<file path="src/shared/tco_cfg.svh">
// Register offsets, field codes and fixed counter values of the timer compare unit
`ifndef TCO_CFG_SVH
`define TCO_CFG_SVH

// ==========================================================================
// Register byte offsets
`define TCO_OFF_CTRL_A 12'h000
`define TCO_OFF_CTRL_B 12'h004
`define TCO_OFF_COUNT 12'h008
`define TCO_OFF_CMP_A 12'h00C
`define TCO_OFF_CMP_B 12'h010
`define TCO_OFF_FLAGS 12'h014
`define TCO_OFF_IRQ_EN 12'h018
`define TCO_OFF_PORT 12'h01C
`define TCO_OFF_DIR 12'h020

// ==========================================================================
// Counter extremes and reset values
`define TCO_BOTTOM 8'h00
`define TCO_MAX 8'hFF
`define TCO_RST_BYTE 8'h00
`define TCO_RST_PAIR 2'h0

// ==========================================================================
// Clock source select codes
`define TCO_CS_STOP 3'h0
`define TCO_CS_SYS 3'h1
`define TCO_CS_DIV8 3'h2
`define TCO_CS_DIV64 3'h3
`define TCO_CS_DIV256 3'h4
`define TCO_CS_DIV1024 3'h5
`define TCO_CS_EXT_FALL 3'h6
`define TCO_CS_EXT_RISE 3'h7

// Prescaler tap masks (low bits all ones marks the tap)
`define TCO_TAP8 10'h007
`define TCO_TAP64 10'h03F
`define TCO_TAP256 10'h0FF
`define TCO_TAP1024 10'h3FF

// ==========================================================================
// Compare output action codes
`define TCO_COM_NONE 2'h0
`define TCO_COM_TOGGLE 2'h1
`define TCO_COM_CLEAR 2'h2
`define TCO_COM_SET 2'h3

`endif

</file>
<file path="src/shared/tco_pkg.sv">
// Types shared by the timer compare unit
package tco_pkg;

    // ======================================================================
    // Waveform mode codes
    typedef enum logic [2:0] {
        TCO_WGM_NORMAL = 3'b000,
        TCO_WGM_PC_MAX = 3'b001,
        TCO_WGM_CTC = 3'b010,
        TCO_WGM_FAST_MAX = 3'b011,
        TCO_WGM_RSV4 = 3'b100,
        TCO_WGM_PC_CMPA = 3'b101,
        TCO_WGM_RSV6 = 3'b110,
        TCO_WGM_FAST_CMPA = 3'b111
    } tco_wgm_e;

    // ======================================================================
    // Register layouts
    typedef struct packed {
        logic [1:0] com_a;
        logic [1:0] com_b;
        logic [1:0] rsvd;
        logic [1:0] wgm_lo;
    } tco_ctrl_a_s;

    typedef struct packed {
        logic force_a;
        logic force_b;
        logic [1:0] rsvd;
        logic wgm_hi;
        logic [2:0] cs;
    } tco_ctrl_b_s;

    typedef struct packed {
        logic [4:0] rsvd;
        logic flag_b;
        logic flag_a;
        logic ovf;
    } tco_flags_s;

endpackage

</file>
<file path="src/rtl/tco_timer8.sv">
// 8-bit timer/counter with two compare channels, waveform pins and APB registers
//
// Contract
// - Counter value zero is the floor; floor event drives waveform generator.
// - Counter value 255 is the fixed maximum.
// - Ceiling is 255 or compare_value_a, chosen by mode.
// - Clock source zero stops counter; otherwise each tick clears or counts.
// - Software reads and writes timer_count at any time.
// - Software write to timer_count beats a simultaneous count or clear.
// - Three-bit mode: low bits in control_a, high bit in control_b.
// - Equal count and compare value sets channel flag on next tick.
// - Set flag with enabled interrupt requests a compare interrupt.
// - Flag clears on interrupt service or software writing one.
// - Compare values double-buffered in PWM modes, direct otherwise.
// - Buffered compare value moves to active register only at ceiling.
// - Software compare access targets buffer when buffered, else active.
// - Force strobe in non-PWM modes acts like match, no flag, no clear.
// - Counter write blocks all matches in the next tick, even stopped.
// - Action code unbuffered; applies at next match or force strobe.
// - Action code zero leaves the compare output register unchanged.
// - Compare output registers clear to zero on reset.
// - Nonzero action code puts compare output on pin; direction stays separate.
// - Compare output registers keep values across mode changes.
// - Normal mode counts up, wraps 255 to zero, sets overflow then.
// - Clear-on-match mode clears counter when it equals compare_value_a.
// - Fast PWM ceiling 255 for mode 3, compare_value_a for mode 7.
// - Fast PWM action 2 clears on match, sets at floor; 3 inverts.
//
// Local design decisions: the APB slave port and the register offsets.
`timescale 1ns/1ps
`include "tco_cfg.svh"

module tco_timer8
    import tco_pkg::*;
#(
    parameter int PRESCALE_W = 10
) (
    // Clock and reset
    input wire logic clk_sys_i,
    input wire logic nrst_i,
    // APB slave
    input wire logic psel_i,
    input wire logic penable_i,
    input wire logic pwrite_i,
    input wire logic [11:0] paddr_i,
    input wire logic [31:0] pwdata_i,
    output logic [31:0] prdata_o,
    output logic pready_o,
    output logic pslverr_o,
    // External count pin
    input wire logic count_pin_i,
    // Interrupt requests and service acknowledges
    output logic irq_overflow_o,
    output logic irq_compare_a_o,
    output logic irq_compare_b_o,
    input wire logic ack_overflow_i,
    input wire logic ack_compare_a_i,
    input wire logic ack_compare_b_i,
    // Waveform pins
    output logic compare_output_a_o,
    output logic compare_output_a_oe_o,
    output logic compare_output_b_o,
    output logic compare_output_b_oe_o
);

    // ======================================================================
    // Parameter check
    // Checked at elaboration; the tap masks assume ten bits
    if (PRESCALE_W != 10) begin : g_presc_check
        $error("PRESCALE_W must be 10 to provide the divide-by-1024 tap");
    end

    // ======================================================================
    // State
    tco_ctrl_a_s ctrl_a_reg;
    tco_ctrl_b_s ctrl_b_reg;
    tco_flags_s flags_reg;
    tco_flags_s flags_next;

    logic [2:0] irq_en_reg;
    logic [1:0] port_reg;
    logic [1:0] dir_reg;

    logic [7:0] count_reg;
    logic [7:0] count_next;

    logic [7:0] ocr_reg [2];
    logic [7:0] ocr_buf_reg [2];
    logic [1:0] oc_reg;
    logic [1:0] oc_next;

    logic block_reg;
    logic [PRESCALE_W-1:0] presc_reg;
    logic [2:0] pin_sync_reg;

    logic pready_reg;
    logic pslverr_reg;
    logic [31:0] prdata_reg;

    logic [2:0] irq_reg;
    logic [1:0] pin_out_reg;
    logic [1:0] pin_oe_reg;

    // ======================================================================
    // APB decode
    // One wait state; read data is latched in the first access cycle
    wire logic acc_first = psel_i & penable_i & ~pready_reg;
    wire logic wr_take = psel_i & penable_i & pready_reg & pwrite_i;

    wire logic hit_ctrl_a = paddr_i == `TCO_OFF_CTRL_A;
    wire logic hit_ctrl_b = paddr_i == `TCO_OFF_CTRL_B;
    wire logic hit_count = paddr_i == `TCO_OFF_COUNT;
    wire logic hit_cmp_a = paddr_i == `TCO_OFF_CMP_A;
    wire logic hit_cmp_b = paddr_i == `TCO_OFF_CMP_B;
    wire logic hit_flags = paddr_i == `TCO_OFF_FLAGS;
    wire logic hit_irq_en = paddr_i == `TCO_OFF_IRQ_EN;
    wire logic hit_port = paddr_i == `TCO_OFF_PORT;
    wire logic hit_dir = paddr_i == `TCO_OFF_DIR;
    wire logic hit_any = hit_ctrl_a | hit_ctrl_b | hit_count | hit_cmp_a | hit_cmp_b
                         | hit_flags | hit_irq_en | hit_port | hit_dir;

    wire logic [7:0] wbyte = pwdata_i[7:0];
    wire logic wr_count = wr_take & hit_count;
    wire logic [1:0] wr_cmp = {wr_take & hit_cmp_b, wr_take & hit_cmp_a};

    // ======================================================================
    // Mode decode
    wire tco_wgm_e mode = tco_wgm_e'({ctrl_b_reg.wgm_hi, ctrl_a_reg.wgm_lo});
    // Odd mode codes are the PWM family; phase-correct ones count up only here
    wire logic pwm_mode = mode[0];
    wire logic clears_at_top = (mode == TCO_WGM_CTC) | (mode == TCO_WGM_FAST_MAX)
                               | (mode == TCO_WGM_FAST_CMPA);

    wire logic top_is_cmpa = (mode == TCO_WGM_CTC) | (mode == TCO_WGM_FAST_CMPA);
    wire logic [7:0] top_val = top_is_cmpa ? ocr_reg[0] : `TCO_MAX;

    wire logic at_top = count_reg == top_val;
    wire logic at_max = count_reg == `TCO_MAX;

    // ======================================================================
    // Timer tick source
    wire logic ext_rise = pin_sync_reg[1] & ~pin_sync_reg[2];
    wire logic ext_fall = ~pin_sync_reg[1] & pin_sync_reg[2];

    logic tick;
    always_comb begin
        case (ctrl_b_reg.cs)
            `TCO_CS_STOP: tick = 1'b0;
            `TCO_CS_SYS: tick = 1'b1;
            `TCO_CS_DIV8: tick = (presc_reg & `TCO_TAP8) == `TCO_TAP8;
            `TCO_CS_DIV64: tick = (presc_reg & `TCO_TAP64) == `TCO_TAP64;
            `TCO_CS_DIV256: tick = (presc_reg & `TCO_TAP256) == `TCO_TAP256;
            `TCO_CS_DIV1024: tick = presc_reg == `TCO_TAP1024;
            `TCO_CS_EXT_FALL: tick = ext_fall;
            `TCO_CS_EXT_RISE: tick = ext_rise;
            default: tick = 1'b0;
        endcase
    end

    // ======================================================================
    // Counter unit; always counts up (no dual-slope support)
    wire logic top_clear = tick & clears_at_top & at_top;
    wire logic bottom_evt = tick & pwm_mode & top_clear;
    wire logic ovf_set = tick & (pwm_mode ? top_clear : at_max);
    wire logic db_update = pwm_mode & tick & at_top;

    always_comb begin
        if (wr_count) begin
            count_next = wbyte;
        end else if (top_clear) begin
            count_next = `TCO_BOTTOM;
        end else if (tick) begin
            count_next = count_reg + 8'h01;
        end else begin
            count_next = count_reg;
        end
    end

    // ======================================================================
    // Compare channels (0 = A, 1 = B)
    wire logic [1:0] com [2];
    wire logic [1:0] force_req;
    wire logic [1:0] match_set;
    wire logic [7:0] ocr_next [2];
    wire logic [7:0] buf_next [2];
    assign com[0] = ctrl_a_reg.com_a;
    assign com[1] = ctrl_a_reg.com_b;

    assign force_req[0] = wr_take & hit_ctrl_b & wbyte[7] & ~pwm_mode;
    assign force_req[1] = wr_take & hit_ctrl_b & wbyte[6] & ~pwm_mode;

    genvar ch;
    generate
        for (ch = 0; ch < 2; ch++) begin : g_chan
            // Blocking keeps a freshly loaded count from matching at once
            assign match_set[ch] = tick & (count_reg == ocr_reg[ch]) & ~block_reg;

            // Toggle in PWM only for channel A in modes 5 and 7 (wgm_hi set)
            wire logic pwm_toggle_ok = (ch == 0) & ctrl_b_reg.wgm_hi;
            assign buf_next[ch] = wr_cmp[ch] ? wbyte : ocr_buf_reg[ch];
            assign ocr_next[ch] = (wr_cmp[ch] & ~pwm_mode) ? wbyte :
                                  db_update ? ocr_buf_reg[ch] : ocr_reg[ch];

            always_comb begin
                oc_next[ch] = oc_reg[ch];
                if (pwm_mode) begin
                    if (match_set[ch]) begin
                        case (com[ch])
                            `TCO_COM_TOGGLE: oc_next[ch] = pwm_toggle_ok ? ~oc_reg[ch] : oc_reg[ch];
                            `TCO_COM_CLEAR: oc_next[ch] = 1'b0;
                            `TCO_COM_SET: oc_next[ch] = 1'b1;
                            default: oc_next[ch] = oc_reg[ch];
                        endcase
                    end
                    // Floor action wins so a compare value at the ceiling gives a steady level
                    if (bottom_evt) begin
                        case (com[ch])
                            `TCO_COM_CLEAR: oc_next[ch] = 1'b1;
                            `TCO_COM_SET: oc_next[ch] = 1'b0;
                            default: oc_next[ch] = oc_next[ch];
                        endcase
                    end
                end else if (match_set[ch] | force_req[ch]) begin
                    case (com[ch])
                        `TCO_COM_TOGGLE: oc_next[ch] = ~oc_reg[ch];
                        `TCO_COM_CLEAR: oc_next[ch] = 1'b0;
                        `TCO_COM_SET: oc_next[ch] = 1'b1;
                        default: oc_next[ch] = oc_reg[ch];
                    endcase
                end
            end
        end
    endgenerate

    // ======================================================================
    // Flags: hardware set wins over a clear in the same cycle
    wire tco_flags_s flag_set = '{rsvd: 5'h00, flag_b: match_set[1], flag_a: match_set[0], ovf: ovf_set};
    wire logic [2:0] w1c = (wr_take & hit_flags) ? wbyte[2:0] : 3'h0;
    wire logic [2:0] flag_clr = w1c | {ack_compare_b_i, ack_compare_a_i, ack_overflow_i};

    always_comb begin
        flags_next = flags_reg;
        flags_next.rsvd = 5'h00;
        flags_next[2:0] = (flags_reg[2:0] & ~flag_clr) | flag_set[2:0];
    end

    // ======================================================================
    // Read mux
    wire logic [7:0] cmp_rd_a = pwm_mode ? ocr_buf_reg[0] : ocr_reg[0];
    wire logic [7:0] cmp_rd_b = pwm_mode ? ocr_buf_reg[1] : ocr_reg[1];
    wire tco_ctrl_b_s ctrl_b_rd = '{force_a: 1'b0, force_b: 1'b0, rsvd: 2'h0,
                                     wgm_hi: ctrl_b_reg.wgm_hi, cs: ctrl_b_reg.cs};

    wire logic [7:0] rd_byte = hit_ctrl_a ? ctrl_a_reg :
                               hit_ctrl_b ? ctrl_b_rd :
                               hit_count ? count_reg :
                               hit_cmp_a ? cmp_rd_a :
                               hit_cmp_b ? cmp_rd_b :
                               hit_flags ? flags_reg :
                               hit_irq_en ? {5'h00, irq_en_reg} :
                               hit_port ? {6'h00, port_reg} :
                               hit_dir ? {6'h00, dir_reg} : 8'h00;

    // ======================================================================
    // Pin override
    wire logic [1:0] pin_next;
    assign pin_next[0] = (ctrl_a_reg.com_a != `TCO_COM_NONE) ? oc_reg[0] : port_reg[0];
    assign pin_next[1] = (ctrl_a_reg.com_b != `TCO_COM_NONE) ? oc_reg[1] : port_reg[1];

    // ======================================================================
    // Registers
    always_ff @(posedge clk_sys_i) begin
        if (!nrst_i) begin
            ctrl_a_reg <= '0;
            ctrl_b_reg <= '0;
            irq_en_reg <= 3'h0;
            port_reg <= `TCO_RST_PAIR;
            dir_reg <= `TCO_RST_PAIR;
        end else if (wr_take) begin
            if (hit_ctrl_a) begin
                ctrl_a_reg <= {wbyte[7:4], 2'h0, wbyte[1:0]};
            end
            if (hit_ctrl_b) begin
                ctrl_b_reg <= {4'h0, wbyte[3:0]};
            end
            if (hit_irq_en) begin
                irq_en_reg <= wbyte[2:0];
            end
            if (hit_port) begin
                port_reg <= wbyte[1:0];
            end
            if (hit_dir) begin
                dir_reg <= wbyte[1:0];
            end
        end
    end

    always_ff @(posedge clk_sys_i) begin
        if (!nrst_i) begin
            count_reg <= `TCO_RST_BYTE;
            block_reg <= 1'b0;
            flags_reg <= '0;
            oc_reg <= `TCO_RST_PAIR;
            for (int i = 0; i < 2; i++) begin
                ocr_reg[i] <= `TCO_RST_BYTE;
                ocr_buf_reg[i] <= `TCO_RST_BYTE;
            end
        end else begin
            count_reg <= count_next;
            block_reg <= wr_count | (block_reg & ~tick);
            flags_reg <= flags_next;
            oc_reg <= oc_next;
            for (int i = 0; i < 2; i++) begin
                ocr_reg[i] <= ocr_next[i];
                ocr_buf_reg[i] <= buf_next[i];
            end
        end
    end

    always_ff @(posedge clk_sys_i) begin
        if (!nrst_i) begin
            presc_reg <= '0;
            pin_sync_reg <= 3'h0;
        end else begin
            presc_reg <= presc_reg + 1'b1;
            pin_sync_reg <= {pin_sync_reg[1:0], count_pin_i};
        end
    end

    always_ff @(posedge clk_sys_i) begin
        if (!nrst_i) begin
            pready_reg <= 1'b0;
            pslverr_reg <= 1'b0;
            prdata_reg <= 32'h0000_0000;
        end else begin
            pready_reg <= acc_first;
            pslverr_reg <= acc_first & ~hit_any;
            if (acc_first) begin
                prdata_reg <= {24'h00_0000, rd_byte};
            end
        end
    end

    always_ff @(posedge clk_sys_i) begin
        if (!nrst_i) begin
            irq_reg <= 3'h0;
            pin_out_reg <= `TCO_RST_PAIR;
            pin_oe_reg <= `TCO_RST_PAIR;
        end else begin
            irq_reg <= flags_reg[2:0] & irq_en_reg;
            pin_out_reg <= pin_next;
            pin_oe_reg <= dir_reg;
        end
    end

    // ======================================================================
    // Outputs
    assign prdata_o = prdata_reg;
    assign pready_o = pready_reg;
    assign pslverr_o = pslverr_reg;

    assign irq_overflow_o = irq_reg[0];
    assign irq_compare_a_o = irq_reg[1];
    assign irq_compare_b_o = irq_reg[2];

    assign compare_output_a_o = pin_out_reg[0];
    assign compare_output_b_o = pin_out_reg[1];
    assign compare_output_a_oe_o = pin_oe_reg[0];
    assign compare_output_b_oe_o = pin_oe_reg[1];

endmodule

</file>
<file path="config.mk">
export PLATFORM = sky130hd
export DESIGN_NAME = tco_timer8
export DESIGN_NICKNAME = d
export VERILOG_FILES = /design/src/shared/tco_pkg.sv /design/src/rtl/tco_timer8.sv
export VERILOG_INCLUDE_DIRS = /design/src /design/src/shared
export SDC_FILE = /design/constraint.sdc
export NUM_CORES = 1
export LEC_CHECK = 0
export BUFFER_PORTS_ARGS = -buffer_cell sky130_fd_sc_hd__buf_4
export CORE_MARGIN = 3
export CORE_UTILIZATION = 30
export CTS_CLUSTER_SIZE = 20
export DETAILED_ROUTE_END_ITERATION = 10
export PLACE_DENSITY_LB_ADDON = 0.05
export SYNTH_ARGS = -nofsm -noshare
export SYNTH_HDL_FRONTEND = slang
export SYNTH_SLANG_ARGS = --single-unit
</file>
<file path="constraint.sdc">
create_clock -name clk_sys_i -period 2.7 [get_ports clk_sys_i]
set_clock_uncertainty 0.1 [all_clocks]
set_input_delay 0.135 -clock clk_sys_i [delete_from_list [all_inputs] [get_ports clk_sys_i]]
set_output_delay 0.135 -clock clk_sys_i [all_outputs]
set_load 0.02 [all_outputs]
</file>
### After elaboration in Yosys (flattened, before gate mapping)

Memories as Yosys holds them, arrays and structs flattened.
Cells that the tools add are included.

* add/subtract/negate cells: 2
* equality and inequality tests: 32
* mux-type cells: 47
* bitwise gates (word level): 61
* reductions and logical operators: 16

Operators by type and width (number)
* 8-bit two-way mux: 22
* 12-bit by 5-bit == test with 1-bit output, second input constant: 4
* 1-bit bitwise AND: 29
* 12-bit by 4-bit == test with 1-bit output, second input constant: 2
* 8-bit == test: 3
* 3-bit == test, second input constant: 6
* 1-bit OR: 18
* 8-bit == test, second input constant: 2
* 1-bit two-way mux: 14
* 2-bit AND reduction: 7
* 12-bit by 3-bit == test with 1-bit output, second input constant: 1
* 12-bit by 6-bit == test with 1-bit output, second input constant: 1
* 3-bit by 2-bit == test with 1-bit output, second input constant: 4
* 12-bit logical NOT: 1
* 10-bit by 1-bit adder with 10-bit output, second input constant: 1
* 10-bit == test, second input constant: 1
* 1-bit inverter: 9
* 1-bit case mux with 3 select lines: 3
* 8-bit by 1-bit adder with 8-bit output, second input constant: 1
* 2-bit == test, second input constant: 4
* 1-bit case mux with 8 select lines: 1
* 2-bit nonzero test: 4
* 4-bit nonzero test: 2
* 3-bit bitwise AND: 2
* other kinds (10): 16

* bits in registers: 66
* RAM bits: 32
* bits of input ports: 53
* output and inout bits: 41
* memories kept: 2

Memories
* ocr_buf_reg: depth 2, width 8, read ports 2, clocked after Yosys merged registers in 0, wr ports 2, RTL line tco_timer8.sv:88 `logic [7:0] ocr_buf_reg [2];`
* ocr_reg: depth 2, width 8, read ports 2, clocked after Yosys merged registers in 0, wr ports 2, RTL line tco_timer8.sv:87 `logic [7:0] ocr_reg [2];`

### Logic depth before layout (Yosys ltp)

Gate-level depths: netlist of the first run.

* depth in word-level cells: 11
* gate-level depth with buffers: 11

### Worst setup path before layout of the first run

No wires, ideal clock.

* path type: register to register
* from: register presc_reg[0]
* to: register oc_reg[1]
* setup time: 0.061 ns
* data arrival time: 2.274 ns
* path slack: 0.265 ns
* stages on the path, launching flop included: 11
* path buffers: 1
* period minus slack after synthesis: 2.435 ns
* path through: dfxtp_1 > ha_1 > and4_1 > nand4_1 > o2bb2ai_1 > or2_1 > buf_2 > or4_4 > o211a_1 > o21ai_1 > and4_1

* word-level cells in the longest chain between the ends: 8

Ends and longest elaborated chain
* from (decl): RTL line tco_timer8.sv:93 `logic [PRESCALE_W-1:0] presc_reg;`
* from (signal assigned): RTL line tco_timer8.sv:325 `presc_reg <= presc_reg + 1'b1;`
* 10-bit == test (no source line) (tied with other cells)
* 1-bit case mux with 8 select lines *: RTL line tco_timer8.sv:147 `case (ctrl_b_reg.cs)`
* 1-bit bitwise AND (2 in series): RTL line tco_timer8.sv:196 `assign match_set[ch] = tick & (count_reg == ocr_reg[ch]) & ~block_reg;`
* 1-bit two-way mux: RTL line tco_timer8.sv:207 `if (match_set[ch]) begin`
* 1-bit case mux with 2 select lines: RTL line tco_timer8.sv:217 `case (com[ch])`
* 1-bit two-way mux: RTL line tco_timer8.sv:216 `if (bottom_evt) begin`
* 1-bit two-way mux: RTL line tco_timer8.sv:206 `if (pwm_mode) begin`
* to (signal assigned): RTL line tco_timer8.sv:303 `` oc_reg <= `TCO_RST_PAIR; ``
* to (signal assigned): RTL line tco_timer8.sv:312 `oc_reg <= oc_next;`
* to (decl): RTL line tco_timer8.sv:89 `logic [1:0] oc_reg;`

Mark *: on every way between the ends. The rest lies on a longest branch, timed or not.
A chain may end at the register's enable or synchronous reset.

==> results of run 1 <==
## metrics by stage
| step | TNS (ns) | instances | total power (uW) |
|---|---|---|---|
| 2_1_floorplan | 0 | 628 | 1566 |
| 3_3_place_gp | 0 | 860 | 1636 |
| 3_5_place_dp | 0 | 860 | 1637 |
| 4_1_cts | 0 | 880 | 2958 |
| 5_1_grt | -0.004144 | 880 | 3043 |
| 6_report | 0 | 880 | 2913 |
## synth_stat cells (4+ instances only)
cell | n | area [sq um]
and3_1 | 12 | 75.07
xor2_1 | 6 | 52.55
nand2_1 | 56 | 210.2
a21oi_1 | 53 | 265.3
inv_1 | 10 | 37.54
buf_2 | 4 | 20.02
a22oi_1 | 11 | 82.58
nand2b_1 | 11 | 68.82
nand4_1 | 5 | 31.28
and2_1 | 8 | 50.05
nor2_1 | 66 | 247.7
nor4_1 | 5 | 31.28
dfxtp_1 | 93 | 1862
nor2b_1 | 7 | 43.79
o21ai_0 | 42 | 210.2
nand3_1 | 14 | 70.07
a211oi_1 | 4 | 30.03
clkbuf_1 | 27 | 101.4
xnor2_1 | 11 | 96.34
a31oi_1 | 11 | 68.82
o22ai_1 | 5 | 31.28
nor3_1 | 8 | 40.04
nand4b_1 | 5 | 43.79
mux2i_1 | 48 | 480.5
buf_4 | 25 | 187.7
or3_1 | 4 | 25.02
## repair_timing
item	CTS	global route
hold endpoints to repair	4	0
setup endpoints to repair	0	9
gates resized for setup	0	4
hold buffers	4	0
## layer usage
metal  vias up  global-route usage  wire (um)
met5         -                   0          0
met4         0             0.04808        278
met3        18             0.03563        701
met2        99              0.2931       7437
met1      2159              0.2604       7854
li1       2209                   -          -
## critical path: stages, from the launching register on
cell and delay [ns]:
dfxtp_1 0.40, nand2b_1 0.13, o2111ai_1 0.14, or3b_1 0.43, a2111oi_2 0.36, and3_1 0.34, buf_4 0.22, mux2i_1 0.21
a21oi_1 0.09
## kinds of logic after synthesis
kind of cell	after synthesis
buffers and inverters	72
xor gates and xnor gates	17
DFF	93
adders and majority gates	3
AOI/OAI and AO/OA	156
muxes	50
and+or+nand+nor	213
other	1
## power groups by stage
stage / Combinational, uW / Sequential, uW / Clock [uW]
after CTS: 214 / 1400 / 1350
after detailed placement: 208 / 1430 / 0
after global routing: 232 / 1400 / 1410
after floorplan: 129 / 1440 / 0
after global placement: 208 / 1430 / 0
final: 213 / 1400 / 1300
## area by class of cell
type | count | area (sq um) | area share
sequential | 93 | 1862 | 0.3175
multi-input combinational | 463 | 2770 | 0.4725
clock inverter | 6 | 62.56 | 0.01067
inverter | 11 | 41.29 | 0.007042
clock buffer | 10 | 239.0 | 0.04076
tap | 216 | 270.3 | 0.04609
timing repair buffer | 81 | 618.1 | 0.1054
## path summary, 6_finish.rpt
check                  start         endpoint  cells after the start
min          ack_compare_a_i     flags_reg[1]                      4
max             count_reg[1]    ocr_reg[0][9]                      8
max reg2reg     count_reg[1]    ocr_reg[0][9]                      8
min reg2reg  pin_sync_reg[0]  pin_sync_reg[1]                      1
==> flow_metrics.py, run 1 <==
metrics = {
    "cells_and_area": {
        "postLayoutCellArea_sq_mm": 0.005863,
        "fill_cells": 1671,
        "drive_gt1_frac": 0.1581,
        "final_core_util": 0.3678,
        "final_common_cell": "dfxtp_1",
        "n_antenna_cell": 0,
        "nNetsFinal": 715,
        "layout_common_cells": "93 x dfxtp_1, 77 x buf_4, 66 x nor2_1",
        "syn2layout_area_growth_pct": 19.24,
    },
    "placement": {
        "place_congestion": 0.8486,
        "hpwl_mm": 12.11,
        "preCtsSetupSlack_ns": 0.1149,
        "dpl-instance-area_sq_mm": 0.005509,
        "port-buffer-count": 45,
    },
    "sta": {
        "relSlewSlack": 0.6434,
        "finalCriticalPeriod_ns": 2.542,
        "setup_ws_ns": 0.1582,
        "max_clock_freq_mhz": 393.4,
        "period_share": 0.9414,
        "maxSlewViolCount": 0,
        "tightest_slew_ns": 0.5341,
        "finalSetupViolCount": 0,
        "hold_viol_final": 0,
        "holdWs_ns": 0.007421,
    },
    "floorplan": {
        "rows": 46,
        "die-width_um": 134.0,
        "ios": 94,
        "die_y_um": 134.0,
        "fp.coreArea_sq_mm": 0.01594,
        "die_area_sq_mm": 0.01796,
        "start_util": 0.3084,
    },
    "global_route": {
        "grt_pass1_wl_mm": 25.58,
        "antenna_found_initial": 0,
        "grt_pass1_vias": 4313,
        "grt_overflow": 0,
        "grt_usage": 0.1853,
        "grt_max_degree": 33,
    },
    "critical_path": {
        "worstPathArrival_ns": 2.66,
        "critical_path_required_ns": 2.82,
        "critPathLaunchType": "flip-flop",
        "path_class": "flip-flop to flip-flop",
        "cp-end-kind": "flip-flop",
        "r2r_setup_slack_ns": 0.16,
        "cp_max_fo": 5,
    },
    "clock_tree": {
        "cts_tree": "done",
        "htreeDepth": 3,
        "path_clk_slew_ns": 0.07,
        "cts_root_buf": "clkbuf_16",
        "clk_path_buf_depth": 2,
        "clock-sinks": 93,
        "cts_made_buffers": 9,
        "post-cts-setup-buffers": 0,
        "clk_latency_ns": 0.35,
    },
    "route": {
        "routed_wl_mm": 16.27,
        "vias": 4485,
        "drc": 0,
        "antenna_left": 0,
        "wl_per_cell_um": 18.49,
        "drtIter0Drc": 267,
        "drt_first_pass_iters": 4,
        "vias_per_cell": 5.097,
    },
    "synth": {
        "synth_top_family_by_area": "simple AND/OR/NAND/NOR gates",
        "synthMuxAreaShare": 0.1023,
        "synth.avg_cell_area_sq_um": 8.128,
        "ys_warn_count": 0,
        "synth_seq_cells": 93,
        "syn_area_sq_mm": 0.004917,
        "synthXorXnorAreaFrac": 0.03028,
        "ys_async_sr_fraction": 0,
        "synthDistinctLibCells": 60,
        "synth-simple-area-share": 0.2109,
        "synth_compound_area_frac": 0.1913,
        "synth-edff-count": 0,
        "ys_seq_area_frac": 0.3786,
        "syn_inst": 605,
        "synthAdderAreaFrac": 0.007634,
        "ys.flop_type": "dfxtp_1",
    },
    "power_and_ir_drop": {
        "p_per_area_mw_per_mm2": 496.8,
        "power_switching_uw": 715.5,
        "peakVddDrop_uv": 402.5,
        "clockPowerShare": 0.447,
        "p_leak_uw": 0.002133,
        "pwr-share-comb": 0.073,
        "p_seq_frac": 0.480,
        "switching_share": 0.2456,
        "internal_power_uw": 2197,
    },
    "min_path": {
        "hp-class": "input port to flip-flop",
    },
    "status": {
        "status": "completed",
    },
    "flow_run": {
        "drv_cap": 0,
    },
}
(Power assumes the default switching activity.)
==> run 2, diff against run 1 <==
--- a/config.mk
+++ b/config.mk
@@ -8,4 +8,6 @@
 export LEC_CHECK = 0
 export BUFFER_PORTS_ARGS = -buffer_cell sky130_fd_sc_hd__buf_4
+export CELL_PAD_IN_SITES_DETAIL_PLACEMENT = 0
+export CELL_PAD_IN_SITES_GLOBAL_PLACEMENT = 2
 export CORE_MARGIN = 3
 export CORE_UTILIZATION = 30
==> constraint.sdc (replaced) <==
create_clock -name clk_sys_i -period 2.7 [get_ports clk_sys_i]
set_clock_uncertainty 0.1 [all_clocks]
set_input_delay 0.27 -clock clk_sys_i [delete_from_list [all_inputs] [get_ports clk_sys_i]]
set_output_delay 0.27 -clock clk_sys_i [all_outputs]
set_load 0.02 [all_outputs]
==> run 2 against run 1 <==
Critical path depth rose by 1. Total power rose by 4.0%. Via count fell by 0.29%. Die area did not move. Largest power group is now clock.
==> flow_metrics.py, run 2 (synthesis gave the netlist of run 1 again) <==
metrics = {
    "status": {
        "status": "completed",
    },
    "min_path": {
        "hp-class": "input port to flip-flop",
        "worstHoldStart": "count_pin_i",
        "min_to": "pin_sync_reg[0]",
        "hold_depth": 2,
    },
    "sta": {
        "relSlewSlack": 0.3825,
        "max_clock_freq_mhz": 394.9,
        "tightest_slew_ns": 0.9263,
        "rsz0062_at_grt": "no",
        "fin_setup_tns_ns": 0,
        "hold_viol_final": 0,
        "maxSlewViolCount": 0,
        "finalCriticalPeriod_ns": 2.532,
        "period_share": 0.9379,
        "finalSetupViolCount": 0,
    },
    "route": {
        "drtIter0Drc": 282,
        "vias_per_cell": 5.088,
        "drc": 0,
        "routed_wl_mm": 16.75,
        "vias": 4472,
        "wl_per_cell_um": 19.06,
        "drt_first_pass_iters": 5,
        "antenna_left": 0,
    },
    "clock_tree": {
        "clock-sinks": 93,
        "clk_path_buf_depth": 2,
        "htreeDepth": 3,
        "cts_made_buffers": 9,
        "clk_latency_ns": 0.35,
        "cts_tree": "done",
        "cts_root_buf": "clkbuf_16",
        "path_clk_slew_ns": 0.07,
        "cts_hold_buffers": 0,
    },
    "critical_path": {
        "r2r-start": "presc_reg[0]",
        "r2r_cells": 9,
        "r2r_setup_slack_ns": 0.17,
        "worstPathCellList": "ha_2 -> and4_4 -> nand4_1 -> o2bb2ai_2 -> or2_4 -> or4_4 -> o211a_1 -> o21ai_1 -> and4_1",
        "critPathLaunchType": "flip-flop",
        "critPathTopFamily": "simple AND/OR/NAND/NOR gates",
        "r2r_end": "oc_reg[1]",
        "worst-path-buf-inv": 0,
        "critPathMaxStageDelay_ns": 0.47,
        "cp_slowest_cell": "or4_4",
        "path_class": "flip-flop to flip-flop",
        "critical_path_required_ns": 2.89,
        "cp-end-kind": "flip-flop",
        "path_depth": 9,
        "cp_max_fo": 4,
        "worstPathArrival_ns": 2.73,
    },
    "cells_and_area": {
        "final_cells": 879,
        "nNetsFinal": 714,
        "n_antenna_cell": 0,
        "syn2layout_area_growth_pct": 19.97,
        "layout_common_cells": "93 x dfxtp_1, 79 x buf_4, 66 x nor2_1",
        "postLayoutCellArea_sq_mm": 0.005899,
        "drive_gt1_frac": 0.1614,
        "final_common_cell": "dfxtp_1",
    },
    "floorplan": {
        "die_y_um": 134.0,
        "die-width_um": 134.0,
        "die_area_sq_mm": 0.01796,
        "fp.coreArea_sq_mm": 0.01594,
        "rows": 46,
        "start_util": 0.3084,
        "ios": 94,
    },
    "global_route": {
        "grt_pass1_vias": 4215,
        "grt_usage": 0.1886,
        "grt_overflow": 0,
        "grt_max_degree": 47,
        "grt_pass1_wl_mm": 25.96,
        "antenna_found_initial": 0,
    },
    "placement": {
        "place_congestion": 0.8148,
        "dp.cells": 862,
        "dpl-instance-area_sq_mm": 0.005537,
        "hpwl_mm": 12.15,
        "port-buffer-count": 45,
    },
    "power_and_ir_drop": {
        "peakVddDrop_uv": 324.1,
        "p_leak_uw": 0.002141,
        "p_per_area_mw_per_mm2": 513.3,
    },
    "flow_run": {
        "drv_cap": 0,
    },
}
[run 2: worst max path at each step]
stage / slack [ns] / endpoint / from
floorplan: 0.27 / oc_reg[1] / presc_reg[0]
global placement: 0.08 / ocr_reg[0][1] / ocr_reg[0][1]
detailed placement: 0.08 / count_reg[1] / ocr_reg[0][7]
CTS: 0.06 / count_reg[1] / ocr_reg[0][1]
global route: 0.008 / count_reg[1] / ocr_reg[0][7]
finish: 0.17 / oc_reg[1] / presc_reg[0]
[run 2: per-layer routing]
| metal | vias up | routed length [um] | global-route usage |
|---|---|---|---|
| met3 | 16 | 705 | 0.03826 |
| li1 | 2213 | - | - |
| met1 | 2142 | 8153 | 0.2690 |
| met5 | - | 0 | 0 |
| met4 | 0 | 200 | 0.04186 |
| met2 | 101 | 7692 | 0.2959 |
[run 2: final cells by class]
cell class	instances	area, sq um
clock buffers	13	260.3
clock inverters	3	67.56
fillers	1705	10040
inverters	11	41.29
multi-input cells	463	2785
flip-flops and latches	93	1862
well taps	216	270.3
repair buffers	80	613.1
[run 2: repair_timing]
action / 4_1_cts / 5_1_grt
endpoints found under the setup margin: 0 / 20
resized for setup: 0 / 6
setup buffers: 0 / 1
[run 2: metrics by stage]
| step | hold slack (ns) | setup slack, ns | util | total power [uW] |
|---|---|---|---|---|
| 2_1_floorplan | 0.2973 | 0.2652 | - | 1566 |
| 3_3_place_gp | 0.3201 | 0.08196 | 0.3473 | 1641 |
| 3_5_place_dp | 0.3264 | 0.08144 | 0.3473 | 1642 |
| 4_1_cts | 0.01261 | 0.05728 | 0.3678 | 3085 |
| 5_1_grt | 0.03258 | 0.007593 | 0.3700 | 3148 |
| 6_report | 0.02949 | 0.1676 | 0.3700 | 3028 |
[run 2: where the power goes]
group | internal [uW] | leakage (uW) | switching (uW) | total (uW)
Sequential | 1390 | 0.000752 | 10.9 | 1400
Combinational | 68.7 | 0.00123 | 144 | 213
Clock | 864 | 0.000156 | 554 | 1420
[run 2: worst reg2reg max path, cell delays in order (launching register included)]
cell,delay [ns]
dfxtp_1,0.36
ha_2,0.20
and4_4,0.23
nand4_1,0.16
o2bb2ai_2,0.17
or2_4,0.26
or4_4,0.47
o211a_1,0.22
o21ai_1,0.11
and4_1,0.20
==> run 3, diff against run 2 <==
CORE_MARGIN = unset   (was 3)
CORE_UTILIZATION = 32   (was 30)
==> run 3 against run 2 <==
Total power is 5.5% lower. Register-to-register slack worse by 0.03 ns. Sequential power hardly changed. Setup slack got worse by 0.033 ns. Count of clock-buffer cells in the layout fell by 4. Sequential share of layout area is 0.57 points higher. Clock power shrank 12%.
==> flow_metrics.py, run 3 (synthesis gave the netlist of run 1 again) <==
metrics = {
    "sta": {
        "max_clock_freq_mhz": 389.8,
        "tightest_slew_ns": 0.6479,
        "finalSetupViolCount": 0,
        "relSlewSlack": 0.5675,
        "period_share": 0.9501,
        "fin_setup_tns_ns": 0,
        "setup_ws_ns": 0.1348,
        "finalCriticalPeriod_ns": 2.565,
        "maxSlewViolCount": 0,
        "rsz0062_at_grt": "no",
        "hold_viol_final": 0,
    },
    "route": {
        "vias": 4475,
        "antenna_left": 0,
        "wl_per_cell_um": 19.43,
        "drt_first_pass_iters": 5,
        "routed_wl_mm": 16.44,
        "drtIter0Drc": 213,
        "drc": 0,
        "vias_per_cell": 5.290,
    },
    "critical_path": {
        "cp-end-kind": "flip-flop",
        "worstPathCellList": "ha_1 -> and4_1 -> nand4_1 -> o2bb2ai_1 -> or2_4 -> buf_4 -> o31ai_1 -> mux2i_1 -> a211o_1 -> o41ai_1",
        "cp_max_fo": 5,
        "worstPathArrival_ns": 2.72,
        "critPathMaxStageDelay_ns": 0.35,
        "critPathTopFamily": "compound AO/OA/AOI/OAI gates",
        "critical_path_required_ns": 2.85,
        "path_class": "flip-flop to flip-flop",
        "critPathLaunchType": "flip-flop",
        "worst-path-buf-inv": 1,
        "cp_slowest_cell": "dfxtp_1",
    },
    "global_route": {
        "grt_usage": 0.2133,
        "grt_pass1_vias": 4292,
        "grt_pass1_wl_mm": 25.21,
        "grt_max_degree": 33,
        "antenna_found_initial": 0,
        "grt_overflow": 0,
    },
    "clock_tree": {
        "htreeDepth": 3,
        "clock-sinks": 93,
        "cts_root_buf": "clkbuf_16",
        "cts_made_buffers": 9,
        "clk_latency_ns": 0.35,
        "cts_tree": "done",
        "clk_path_buf_depth": 2,
        "path_clk_slew_ns": 0.07,
    },
    "power_and_ir_drop": {
        "total_power_uw": 2863,
        "peakVddDrop_uv": 321.4,
        "p_per_area_mw_per_mm2": 493.6,
        "p_leak_uw": 0.002122,
    },
    "floorplan": {
        "ios": 94,
        "fp.coreArea_sq_mm": 0.01475,
        "rows": 44,
        "die_area_sq_mm": 0.01587,
        "start_util": 0.3333,
        "die-width_um": 126.0,
        "die_y_um": 126.0,
    },
    "placement": {
        "place_congestion": 0.8035,
        "port-buffer-count": 45,
        "hpwl_mm": 11.89,
        "dpl-instance-area_sq_mm": 0.005497,
        "preCtsSetupSlack_ns": 0.02604,
    },
    "flow_run": {
        "drv_cap": 0,
    },
    "min_path": {
        "hp-class": "input port to flip-flop",
    },
    "cells_and_area": {
        "syn2layout_area_growth_pct": 17.94,
        "postLayoutCellArea_sq_mm": 0.005799,
        "final_core_util": 0.3931,
        "nNetsFinal": 713,
        "layout_common_cells": "92 x dfxtp_1, 78 x buf_4, 66 x nor2_1",
        "drive_gt1_frac": 0.1601,
        "final_common_cell": "dfxtp_1",
        "n_antenna_cell": 0,
    },
    "status": {
        "status": "completed",
    },
}
## run 3: per-stage QoR
stage	hold slack, ns	cells
floorplan	0.2973	628
global placement	0.3202	830
detailed placement	0.3229	830
CTS	0.01484	846
global route	0.02125	846
finish	0.02895	846
## run 3: layout make-up
class | count | area [sq um]
repair buffers | 79 | 605.6
multi-input cells | 463 | 2780
clock inverters | 7 | 53.80
inverters | 11 | 41.29
well taps | 184 | 230.2
fillers | 1508 | 8955
clock buffers | 9 | 225.2
flip-flops and latches | 93 | 1863
## run 3: final timing paths
kind                    from         endpoint  slack [ns]  cells after the start
max             presc_reg[0]        oc_reg[0]        0.13                     10
min              count_pin_i  pin_sync_reg[0]        0.03                      2
max reg2reg     presc_reg[0]        oc_reg[0]        0.13                     10
min reg2reg  pin_sync_reg[0]  pin_sync_reg[1]        0.33                      1
## run 3: layer usage
layer | vias to the layer above | routed length [um] | track usage
met3 | 27 | 548 | 0.04163
met4 | 0 | 472 | 0.08859
met5 | - | 0 | 0
met2 | 103 | 7489 | 0.3367
met1 | 2142 | 7928 | 0.2841
li1 | 2203 | - | -
## run 3: repair_timing
item	in CTS	in global routing
resized for setup	0	5
setup endpoints to repair	0	25
buffers inserted	0	0
hold buffers	0	0
## run 3: where the power goes
| part | switching (uW) | internal (uW) | total [uW] | leakage (uW) |
|---|---|---|---|---|
| clock | 616 | 639 | 1250 | 0.000141 |
| combinational | 145 | 66.7 | 211 | 0.00123 |
| sequential | 10.5 | 1390 | 1400 | 0.000752 |
| total | 771 | 2090 | 2860 | 0.00212 |
